## src/design/slcp_consts.vh

```
`ifndef SLCP_CONSTS_VH
`define SLCP_CONSTS_VH
// Register map, byte addresses
`define SLCP_A_CFG     8'h00
`define SLCP_A_STAT    8'h04
`define SLCP_A_LAST    8'h08
// Configuration word
`define SLCP_WORD_W    14
`define SLCP_CFG_DEF   14'h0358
`define SLCP_OFF_BIT   1
`define SLCP_LIM_LSB   0
`define SLCP_BAUD_LSB  12
`define SLCP_LIM_MIN   6'h0c
`define SLCP_LIM_DEF   6'h18
// Start pulse classes in basic clock periods
`define SLCP_T1_MIN    16'h0010
`define SLCP_T1_SHORT  16'h05ff
`define SLCP_T1_LONG   16'h1600
// Sequence timing in basic clock periods, then the divider in system clocks per period
`define SLCP_T2        16'h0010
`define SLCP_T3        16'h0008
`define SLCP_T4        16'h0004
`define SLCP_T5        16'h0010
`define SLCP_T6        16'h0030
`define SLCP_T7_MIN    16'h0002
`define SLCP_T8        16'h0008
`define SLCP_T9        16'h0030
`define SLCP_TRST      16'h0100
`define SLCP_RM_HALF   16'h0200
`define SLCP_CLK_DIV   8'h32
`endif

```

## src/design/slcp_tick.v

```verilog
`timescale 1ns/100ps
`include "slcp_consts.vh"
// Basic clock period strobe from the system clock
module slcp_tick #(
  parameter [7:0] DIV = `SLCP_CLK_DIV
) (
  // Clock and reset
  input  wire       i_clk_sys,
  input  wire       i_srst,
  // Strobe
  output reg        o_tick
);
  reg [7:0] cnt;

  // Divider, one tick per basic period
  always @(posedge i_clk_sys) begin
    if (i_srst) begin
      cnt    <= 8'h00;
      o_tick <= 1'b0;
    end else if (cnt == DIV - 8'h01) begin
      cnt    <= 8'h00;
      o_tick <= 1'b1;
    end else begin
      cnt    <= cnt + 8'h01;
      o_tick <= 1'b0;
    end
  end
endmodule // slcp_tick

```

## src/design/slcp_marker.v

```verilog
`timescale 1ns/100ps
`include "slcp_consts.vh"
// Reset marker square wave, half period counted in ticks
module slcp_marker #(
  parameter [15:0] HALF = `SLCP_RM_HALF
) (
  // Clock and reset
  input  wire       i_clk_sys,
  input  wire       i_srst,
  // Control
  input  wire       i_tick,
  input  wire       i_run,
  // Wave, high means line pulled low
  output reg        o_low
);
  reg [15:0] cnt;

  // Equal halves give the 50 percent duty; kept slow so it never looks like data
  always @(posedge i_clk_sys) begin
    if (i_srst || !i_run) begin
      cnt   <= 16'h0000;
      o_low <= 1'b0;
    end else if (i_tick) begin
      if (cnt == HALF - 16'h0001) begin
        cnt   <= 16'h0000;
        o_low <= ~o_low;
      end else begin
        cnt <= cnt + 16'h0001;
      end
    end
  end
endmodule // slcp_marker

```

## src/design/slcp_core.v

```verilog
// Decided for this implementation: the register addresses and strobed register access.
`timescale 1ns/100ps
`include "slcp_consts.vh"
module slcp_core #(
  parameter [7:0]  CLK_DIV = `SLCP_CLK_DIV,
  parameter [15:0] T_RST   = `SLCP_TRST,
  parameter [15:0] RM_HALF = `SLCP_RM_HALF
) (
  // Clock and reset
  input  wire        i_clk_sys,
  input  wire        i_srst,
  // Power-on reset request from supply monitor
  input  wire        i_por,
  // Receiver state
  input  wire        i_rx_active,
  // Data line
  input  wire        i_data,
  output reg         o_data_oe,
  output reg         o_data_o,
  // Register port
  input  wire [7:0]  i_addr,
  input  wire [31:0] i_wdata,
  input  wire        i_wr,
  input  wire        i_rd,
  output reg  [31:0] o_rdata,
  // Configuration and control outputs
  output reg  [13:0] o_cfg,
  output reg  [5:0]  o_lim_max,
  output reg  [3:0]  o_limit_extension_factor,
  output reg         o_rx_disable,
  output reg         o_off_cmd,
  output reg         o_in_reset
);
  // Sequencer states
  localparam [2:0] S_IDLE = 3'h0;
  localparam [2:0] S_LOW  = 3'h1;
  localparam [2:0] S_DLY  = 3'h2;
  localparam [2:0] S_BIT  = 3'h3;
  localparam [2:0] S_EQ   = 3'h4;
  // Frame landmarks: last bit index, and window bounds in ticks as fixed sums of the timing constants
  localparam integer LAST_BIT = `SLCP_WORD_W - 1;
  localparam [15:0]  WIN_OPEN = `SLCP_T3 + `SLCP_T4;
  localparam [15:0]  WIN_SHUT = `SLCP_T3 + `SLCP_T4 + `SLCP_T5;

  // Sequencer and reset bookkeeping
  wire        tick;
  wire        rm_low;
  reg  [2:0]  state;
  reg  [15:0] tcnt;
  reg  [15:0] lcnt;
  reg  [3:0]  bitn;
  reg  [13:0] shreg;
  reg         seen_zero;
  reg         por_hold;
  reg  [15:0] rcnt;
  reg         reset_mode;
  reg         eq_flag;
  reg  [2:0]  seq_count;
  reg         next_drive;
  wire        marker_run;
  wire        host_pull;
  wire        in_window;
  wire [13:0] next_word;

  // Marker rests during the reset stretch and while a sequence owns the line
  assign marker_run = reset_mode && !por_hold && (state == S_IDLE);
  // Own drive is registered and lags a cycle, so mask it or a marker release reads as a start
  assign host_pull  = !i_data && !o_data_oe;
  // Sampling window of the current bit frame
  assign in_window  = (tcnt >= WIN_OPEN) && (tcnt < WIN_SHUT);
  // Word as it stands once the current bit is shifted in
  assign next_word  = {shreg[12:0], ~seen_zero};

  // Extension factor from the baud range field
  function [3:0] limit_extension_factor;
    input [1:0] br;
    begin
      case (br)
        2'b00:   limit_extension_factor = 4'h8;
        2'b01:   limit_extension_factor = 4'h4;
        2'b10:   limit_extension_factor = 4'h2;
        default: limit_extension_factor = 4'h1;
      endcase
    end
  endfunction

  // Invalid limit codes fall back to default so the checker never sees them
  function [5:0] lim_ok;
    input [5:0] code;
    begin
      lim_ok = (code < `SLCP_LIM_MIN) ? `SLCP_LIM_DEF : code;
    end
  endfunction

  // One basic period strobe shared by every counter
  slcp_tick #(
    .DIV(CLK_DIV)
  ) u_tick (
    .i_clk_sys(i_clk_sys),
    .i_srst   (i_srst),
    .o_tick   (tick)
  );

  // Reset marker generator
  slcp_marker #(
    .HALF(RM_HALF)
  ) u_marker (
    .i_clk_sys(i_clk_sys),
    .i_srst   (i_srst),
    .i_tick   (tick),
    .i_run    (marker_run),
    .o_low    (rm_low)
  );

  // Power-on reset stretch after the supply comes back
  always @(posedge i_clk_sys) begin
    if (i_srst || i_por) begin
      por_hold <= 1'b1;
      rcnt     <= 16'h0000;
    end else if (por_hold && tick) begin
      if (rcnt == T_RST - 16'h0001) begin
        por_hold <= 1'b0;
      end else begin
        rcnt <= rcnt + 16'h0001;
      end
    end
  end

  // Sequencer; runs regardless of i_rx_active since sleep and active both accept it
  always @(posedge i_clk_sys) begin
    if (i_srst || por_hold) begin
      state      <= S_IDLE;
      tcnt       <= 16'h0000;
      lcnt       <= 16'h0000;
      bitn       <= 4'h0;
      shreg      <= 14'h0000;
      seen_zero  <= 1'b0;
      reset_mode <= 1'b1;
      o_cfg      <= `SLCP_CFG_DEF;
      eq_flag    <= 1'b0;
      o_off_cmd  <= 1'b0;
      seq_count  <= 3'h0;
      next_drive <= 1'b0;
    end else begin
      o_off_cmd <= 1'b0;
      if (i_wr && i_addr == `SLCP_A_CFG) begin
        o_cfg <= i_wdata[13:0];
      end
      case (state)
        S_IDLE: begin
          tcnt <= 16'h0000;
          if (host_pull && !rm_low) begin
            state <= S_LOW;
          end
        end
        S_LOW: begin
          if (tick && tcnt != 16'hffff) begin
            tcnt <= tcnt + 16'h0001;
          end
          if (i_data) begin
            if (tcnt > `SLCP_T1_LONG) begin
              reset_mode <= 1'b0;
              state      <= S_DLY;
              tcnt       <= 16'h0000;
            end else if (tcnt > `SLCP_T1_MIN && tcnt < `SLCP_T1_SHORT && !reset_mode) begin
              state <= S_DLY;
              tcnt  <= 16'h0000;
            end else begin
              state <= S_IDLE;
            end
            bitn <= 4'h0;
          end
        end
        S_DLY: begin
          if (tick) begin
            if (tcnt == `SLCP_T2 - 16'h0001) begin
              state     <= S_BIT;
              tcnt      <= 16'h0000;
              seen_zero <= 1'b0;
              lcnt      <= 16'h0000;
            end else begin
              tcnt <= tcnt + 16'h0001;
            end
          end
        end
        S_BIT: begin
          // Sync pulse at the head of each bit frame
          next_drive <= (tcnt < `SLCP_T3);
          if (tick) begin
            // Window sampling: host low long enough means zero
            if (in_window) begin
              if (!i_data) begin
                lcnt <= lcnt + 16'h0001;
                if (lcnt + 16'h0001 >= `SLCP_T7_MIN) begin
                  seen_zero <= 1'b1;
                end
              end else begin
                lcnt <= 16'h0000;
              end
            end
            if (tcnt == `SLCP_T6 - 16'h0001) begin
              shreg     <= next_word;
              seen_zero <= 1'b0;
              lcnt      <= 16'h0000;
              tcnt      <= 16'h0000;
              if (bitn == LAST_BIT[3:0]) begin
                state   <= S_EQ;
                eq_flag <= (next_word == o_cfg);
              end else begin
                bitn <= bitn + 4'h1;
              end
            end else begin
              tcnt <= tcnt + 16'h0001;
            end
          end
        end
        S_EQ: begin
          next_drive <= eq_flag && (tcnt < `SLCP_T8);
          if (tick) begin
            if (tcnt == `SLCP_T9 - 16'h0001) begin
              state      <= S_IDLE;
              next_drive <= 1'b0;
              o_cfg      <= shreg;
              o_off_cmd  <= shreg[`SLCP_OFF_BIT];
              if (seq_count != 3'h7) begin
                seq_count <= seq_count + 3'h1;
              end
            end else begin
              tcnt <= tcnt + 16'h0001;
            end
          end
        end
        default: begin
          state <= S_IDLE;
        end
      endcase
    end
  end

  // Open-drain line: only ever pulled low, pull-up gives the high level
  always @(posedge i_clk_sys) begin
    if (i_srst) begin
      o_data_oe <= 1'b0;
      o_data_o  <= 1'b0;
    end else begin
      o_data_oe <= next_drive && (state == S_BIT || state == S_EQ) || rm_low;
      o_data_o  <= 1'b0;
    end
  end

  // Derived configuration views and status
  always @(posedge i_clk_sys) begin
    if (i_srst) begin
      o_lim_max                <= `SLCP_LIM_DEF;
      o_limit_extension_factor <= 4'h8;
      o_rx_disable             <= 1'b0;
      o_in_reset               <= 1'b1;
    end else begin
      o_lim_max                <= lim_ok(o_cfg[`SLCP_LIM_LSB +: 6]);
      o_limit_extension_factor <= limit_extension_factor(o_cfg[`SLCP_BAUD_LSB +: 2]);
      o_rx_disable             <= (state == S_DLY || state == S_BIT || state == S_EQ);
      o_in_reset               <= reset_mode || por_hold;
    end
  end

  // Register read port, answer in the next cycle only
  always @(posedge i_clk_sys) begin
    if (i_srst) begin
      o_rdata <= 32'h00000000;
    end else if (i_rd) begin
      case (i_addr)
        `SLCP_A_CFG:  o_rdata <= {18'h0, o_cfg};
        `SLCP_A_STAT: o_rdata <= {24'h000000, seq_count, i_rx_active, eq_flag, o_rx_disable,
                                  reset_mode, por_hold};
        `SLCP_A_LAST: o_rdata <= {18'h0, shreg};
        default:      o_rdata <= 32'h00000000;
      endcase
    end else begin
      o_rdata <= 32'h00000000;
    end
  end
endmodule // slcp_core

```

## config.mk

```make
export PLATFORM = sky130hd
export DESIGN_NAME = slcp_core
export DESIGN_NICKNAME = d
export VERILOG_FILES = /design/src/design/slcp_tick.v /design/src/design/slcp_marker.v /design/src/design/slcp_core.v
export VERILOG_INCLUDE_DIRS = /design/src /design/src/design
export SDC_FILE = /design/constraint.sdc
export NUM_CORES = 1
export LEC_CHECK = 0
export BUFFER_PORTS_ARGS = -buffer_cell sky130_fd_sc_hd__buf_2
export CAP_MARGIN = 25
export CORE_MARGIN = 2
export CORE_UTILIZATION = 50
export CTS_CLUSTER_DIAMETER = 50
export DETAILED_ROUTE_END_ITERATION = 10
export HOLD_SLACK_MARGIN = 0.06
export PLACE_DENSITY = 0.8
export SLEW_MARGIN = 40
export SYNTH_ARGS = -nofsm -noshare
export SYNTH_HDL_FRONTEND = slang
export SYNTH_SLANG_ARGS = --single-unit
```

## constraint.sdc

```tcl
create_clock -name i_clk_sys -period 3.4 [get_ports i_clk_sys]
set_clock_uncertainty 0.15 [all_clocks]
set_input_delay 0.68 -clock i_clk_sys [delete_from_list [all_inputs] [get_ports i_clk_sys]]
set_output_delay 0.68 -clock i_clk_sys [all_outputs]
set_load 0.05 [all_outputs]
```

**After elaboration in Yosys (flattened, before gate mapping)**

Index checks and enable logic that the tools add are counted.

- Bits in registers: 163
- Input port bits: 47
- Output and inout bits: 61
- Logic and storage cells: 180

- Add/subtract/negate cells: 7
- $lt $le $gt $ge: 8
- Eq/ne operators: 31
- Mux-type cells: 54
- Bitwise logic cells: 7
- Reduce and logical (&&, ||, !) cells: 49

Operator list:

| cell | count |
|---|---|
| 16-bit 2-to-1 mux | 17 |
| 16-bit one-hot mux with 5 select lines | 1 |
| 16-bit by 1-bit adder with 16-bit output (second input constant) | 4 |
| 14-bit 2-to-1 mux | 4 |
| 14-bit one-hot mux with 3 select lines | 1 |
| 16-bit one-hot mux with 2 select lines | 1 |
| 3-bit 2-to-1 mux | 9 |
| 16-bit by 4-bit equality test with 1-bit output (second input constant) | 1 |
| 16-bit by 6-bit equality test with 1-bit output (second input constant) | 1 |
| 16-bit by 8-bit equality test with 1-bit output (second input constant) | 1 |
| 16-bit by 9-bit equality test with 1-bit output (second input constant) | 1 |
| 16-bit by 2-bit greater-or-equal comparator with 1-bit output (second input constant) | 1 |
| 16-bit by 4-bit greater-or-equal comparator with 1-bit output (second input constant) | 1 |
| 16-bit by 13-bit greater-than comparator with 1-bit output (second input constant) | 1 |
| 16-bit by 5-bit greater-than comparator with 1-bit output (second input constant) | 1 |
| 16-bit by 11-bit less-than comparator with 1-bit output (second input constant) | 1 |
| 16-bit by 4-bit less-than comparator with 1-bit output (second input constant) | 1 |
| 16-bit by 5-bit less-than comparator with 1-bit output (second input constant) | 1 |
| 4-bit 2-to-1 mux | 4 |
| 16-bit != test (second input constant) | 1 |
| 3-bit one-hot mux with 5 select lines | 1 |
| 5-bit AND reduction | 3 |
| 14-bit equality test | 1 |
| 2-bit != test (second input constant) | 7 |
| 36 further kinds | 91 |

**Depth between registers and ports, before layout**

- Depth in word-level cells: 8
- Mapped depth: 10

**Cells and area by module**

Synthesis repeated with hierarchy kept, for this count alone.

- Cells, all modules: 886
- Area, all modules: 7303.3 um^2

Modules (own cells, without submodules):

| module | times used | cells each | area each (um^2) | seq. area each (um^2) |
|---|---|---|---|---|
| slcp_core | 1 | 760 | 6158.4 | 2382.3 |
| slcp_marker | 1 | 86 | 773.2 | 340.3 |
| slcp_tick | 1 | 40 | 371.6 | 180.2 |

**Worst setup path after synthesis**

OpenSTA, ideal clock, no wires.

- Kind: reg-to-reg
- From: reg tcnt[1]
- To: reg tcnt[12]
- Setup time: 0.132 ns
- Arrival: 2.139 ns
- Path slack: 0.979 ns
- Cell stages (with the launch flop): 9
- Cells stage by stage: dfxtp_1 ha_1 nand3_2 or4_1 o21a_1 nor3_4 nor2_2 a21oi_1 nor4_2

- Longest elaborated chain between the ends: 7
- Elaborated cells on any way between the ends: 23
- Those cells by class: 1 x add/sub; 3 x order compare; 4 x eq/ne; 11 x mux; 4 x reduce/logical

Ends and longest elaborated chain:

| item | line | RTL |
|---|---|---|
| start: declaration | slcp_core.v:49 | `reg [15:0] tcnt;` |
| start signal: assignment | slcp_core.v:158 | `tcnt <= tcnt + 16'h0001;` |
| start signal: assignment | slcp_core.v:182 | `tcnt <= tcnt + 16'h0001;` |
| start signal: assignment | slcp_core.v:213 | `tcnt <= tcnt + 16'h0001;` |
| 16-bit by 5-bit greater-than comparator with 1-bit output (no line) (tied with other cells) | n/a |  |
| 1-bit logical AND, on equally long branches | n/a |  |
| 1-bit logical AND or 16-bit 2-to-1 mux (tied branches) | slcp_core.v:165, slcp_core.v:157 |  |
| 16-bit 2-to-1 mux | slcp_core.v:165 | `` end else if (tcnt > `SLCP_T1_MIN && tcnt < `SLCP_T1_SHORT && !reset_mode) begin `` |
| 16-bit 2-to-1 mux | slcp_core.v:161 | `` if (tcnt > `SLCP_T1_LONG) begin `` |
| 16-bit 2-to-1 mux | slcp_core.v:160 | `if (i_data) begin` |
| 16-bit one-hot mux with 5 select lines | slcp_core.v:149 | `case (state)` |

Parallel ways exist; a longest one is shown, timed or not. The select of a mux whose other input is x is not followed.
A chain may end at the register's enable or synchronous reset.

**Worst setup path in the final report**

- From: reg state[1]
- To: reg tcnt[12]

- Longest elaborated chain between the ends: 3
- Elaborated cells on any way between the ends: 12
- Those cells by class: 8 x eq/ne; 1 x mux; 3 x reduce/logical

Ends and longest elaborated chain:

| item | line | RTL |
|---|---|---|
| start: declaration | slcp_core.v:48 | `reg [2:0] state;` |
| start signal: assignment | slcp_core.v:132 | `state <= S_IDLE;` |
| start signal: assignment | slcp_core.v:153 | `state <= S_LOW;` |
| start signal: assignment | slcp_core.v:163 | `state <= S_DLY;` |
| 3-bit by 2-bit equality test with 1-bit output (tied with other cells) | slcp_core.v:149 |  |
| 5-bit nonzero test (no line) (tied with other cells) | n/a |  |
| 5-bit AND reduction (no line) | n/a |  |

Parallel ways exist; a longest one is shown, timed or not.

==> results.md <==
- Status: finished clean
- Comb pwr share: 0.027
- Peak supply drop: 0.385 mV
- Largest net degree at the start of global routing: 65
- Worst-Margin Slew: 0.692 ns
- Post-route setup TNS: 0 ns
- Vias in the first global route: 5761
- Setup violators final: 0
- Util after Layout: 0.575
- Layout cells sized above 1: 0.143
- Post-Route WL: 16300 µm
- Gr usage total: 0.212
- Nets: 970
- Drt initial violations: 447
- Flop pwr share: 0.458
- Via count: 6307
- F_max: 351 MHz
- Post-synth top area share: 0.398
- Sw Share: 0.212
- Initial Utilization: 0.506
- Hold endpoint: u_tick.cnt[0]
- Worst setup SP type: register
- Max Root-Sink Buffers: 2
- Pwr/cell area: 449 nW/µm²
- Post-route ant nets: 0
- Reg-to-reg critical path endpoint: tcnt[12]
- 1st-pass router iterations: 5
- Critical path fanouts, max: 11
- Seq/Total Area, Yosys: 0.398
- IO Count: 108
- Switching power: 0.000789 W
- Final Critical Period: 2.85 ns
- Worst setup EP type: register
- Final period util: 0.838
- Die area: 15600 µm²
- Post-CTS Setup Inserts: 0
- Dpl hpwl: 10900 µm
- Synth unique cells: 72
- Final hold violations: 0
- Buffers on Ports: 70
- Total CTS buffers: 17
- Post-CTS sizing: 0
- Core Box Area: 14400 µm²
- R2r startpoint: state[1]
- Final Slew Violations: 0
- Max-Cap Viols: 0
- CTS tree: yes
- Root Driver: clkbuf_16
- Slew HR: 0.539
- Yosys warning total: 0
- Hold Crit Start: u_tick.cnt[0]
- Clk pin slew, worst setup/hold paths: 0.06 ns
- Initial antenna violation count: 1
- Hold slack: 0.326 ns
- Leak: 3.32 nW
- Worst EP arrival: 3.03 ns
- RSZ-0062 raised after global routing: false
- First-pass GRT wire length: 27400 µm
- Htree depth: 4
- WS Path Type: reg2reg
- HP Class: reg2reg
- CTS Sinks: 145
- Via/cell ratio: 5.69
- Fraction of registers with async set/reset: 0
- Main area contributors after synthesis: dfxtp_1 (40%), nor2_1 (7.1%), mux2i_1 (6.4%)
- Die X: 125 µm
- Clk pwr share: 0.515
- Area added between synthesis and finish: 13.5%
- Grt ovf: 0
- Reg-to-reg slack, setup: 0.55 ns
- EDFF count, synth: 0
- # fillers: 1246
- Most used DFF post-synth: dfxtp_1
- GP Congestion: 0.896
- Row cnt: 44
- Synth area leader: dfxtp_1
- Die Height: 125 µm
- CP Data Required Time: 3.58 ns
- Hold Buf Count CTS: 0
- Drt wl/cell: 14.7 µm
- DRC viols: 0
- Seq cells post-synth: 145
- Hold Crit Depth: 1
- Clock Latency Late Sink: 0.43 ns
- Reg2reg path depth: 7
- Synth Cell Area: 7300 µm²
- Cells after synthesis: 860
- Synth Area per Inst: 8.49 µm²
- Cell Int Power: 0.00294 W
## final cells by class
type                       count  area (µm²)  share of cell area
multi-input combinational    654        4070               0.491
sequential                   145        2900               0.350
clock buffer                  23         478              0.0577
timing repair buffer          80         425              0.0513
tap                          184         230              0.0278
clock inverter                 9         130              0.0157
inverter                      13        48.8             0.00589
antenna                        1        2.50            0.000302
## metrics by stage
| stage | cells | worst slack [ns] | power, W | cell area (µm²) |
|---|---|---|---|---|
| floorplan | 878 | 0.979 | 0.00184 | 7370 |
| global placement | 1076 | 0.691 | 0.00184 | 7680 |
| global route | 1109 | 0.304 | 0.00383 | 8290 |
| detailed placement | 1076 | 0.605 | 0.00184 | 7680 |
| finish | 1109 | 0.551 | 0.00373 | 8290 |
| CTS | 1108 | 0.582 | 0.00375 | 8290 |
## Yosys cell counts, types with 3 or more instances
| library cell | number |
|---|---|
| o21ai_1 | 7 |
| buf_2 | 7 |
| nor4_1 | 10 |
| a21oi_1 | 50 |
| dfxtp_1 | 145 |
| xor2_1 | 38 |
| a31oi_1 | 9 |
| nand4b_1 | 6 |
| or2_2 | 5 |
| nor3_1 | 13 |
| nor2_1 | 139 |
| buf_1 | 3 |
| o211ai_1 | 5 |
| and2_1 | 6 |
| nand3b_1 | 10 |
| a211oi_1 | 19 |
| and3_1 | 18 |
| nand3_1 | 32 |
| clkbuf_1 | 33 |
| nand2b_1 | 5 |
| or3_1 | 8 |
| nand2_1 | 59 |
| xnor2_1 | 23 |
| nor3b_1 | 3 |
| buf_4 | 19 |
| o31ai_1 | 6 |
| o21ai_0 | 34 |
| or4_1 | 4 |
| inv_1 | 13 |
| mux2i_1 | 47 |
| nand4_1 | 20 |
| nor2b_1 | 6 |
| ha_1 | 12 |
## routing by layer
metal  track usage  vias to the layer above  wire length [µm]
li1              -                     3109                 -
met1         0.279                     2975              7440
met2         0.338                      193              7650
met3        0.0571                       30               916
met4        0.0732                        0               267
met5             0                        -                 0
## registers in the layout, summed over array words and instances (netlist names), 3 cells and up
name / count
o_lim_max: 6
seq_count: 3
o_cfg: 14
o_limit_extension_factor: 4
o_rdata: 14
rcnt: 16
tcnt: 16
u_tick.cnt: 8
u_marker.cnt: 16
bitn: 4
state: 3
lcnt: 16
shreg: 14
## cell usage in the layout (no fill, tap or decap), drive strengths merged, types with 5 or more instances in the layout
cell type / n
a211oi: 19
a21oi: 51
a31oi: 9
and2: 6
and3: 18
buf: 80
clkbuf: 23
clkinv: 5
conb: 19
dfxtp: 145
ha: 12
inv: 13
mux2i: 47
nand2: 59
nand2b: 5
nand3: 34
nand3b: 10
nand4: 20
nand4b: 7
nor2: 140
nor2b: 6
nor3: 14
nor4: 13
o211ai: 5
o21ai: 42
o31ai: 6
or2: 6
or3: 8
or4: 5
xnor2: 23
xor2: 38
## power by group through the flow
stage | logic (W) | clock network, W | registers [W]
after floorplan | 0.0000930 | 0 | 0.00174
after global placement | 0.0000989 | 0 | 0.00174
after detailed placement | 0.0000996 | 0 | 0.00174
after CTS | 0.000100 | 0.00194 | 0.00171
after global routing | 0.000107 | 0.00202 | 0.00171
final | 0.000100 | 0.00192 | 0.00171
## how the worst max path moves through the flow
stage / from / end / slack (ns) / depth (start not counted)
2_1_floorplan: tcnt[1] / tcnt[12] / 0.98 / 8
3_5_place_dp: state[1] / tcnt[12] / 0.61 / 7
3_3_place_gp: state[1] / tcnt[11] / 0.69 / 7
6_report: state[1] / tcnt[12] / 0.55 / 7
4_1_cts: state[1] / tcnt[12] / 0.58 / 7
5_1_grt: state[1] / tcnt[12] / 0.30 / 7
## cell families after synthesis
group           share of synthesized area
simple gates                        0.260
compound gates                      0.130
flops                               0.398
buf+inv                            0.0540
xor+xnor                           0.0732
mux                                0.0644
fa+ha+maj                          0.0206
other cells                      0.000514
## critical path, stage by stage, from the launching register on
cell	delay, ns
dfxtp_1	0.53
nor2b_1	0.34
nand2_1	0.28
o21ai_1	0.54
nor3_4	0.13
nor2_2	0.32
a21oi_1	0.16
nor4_2	0.31
Power figures use the tool's default switching activity.
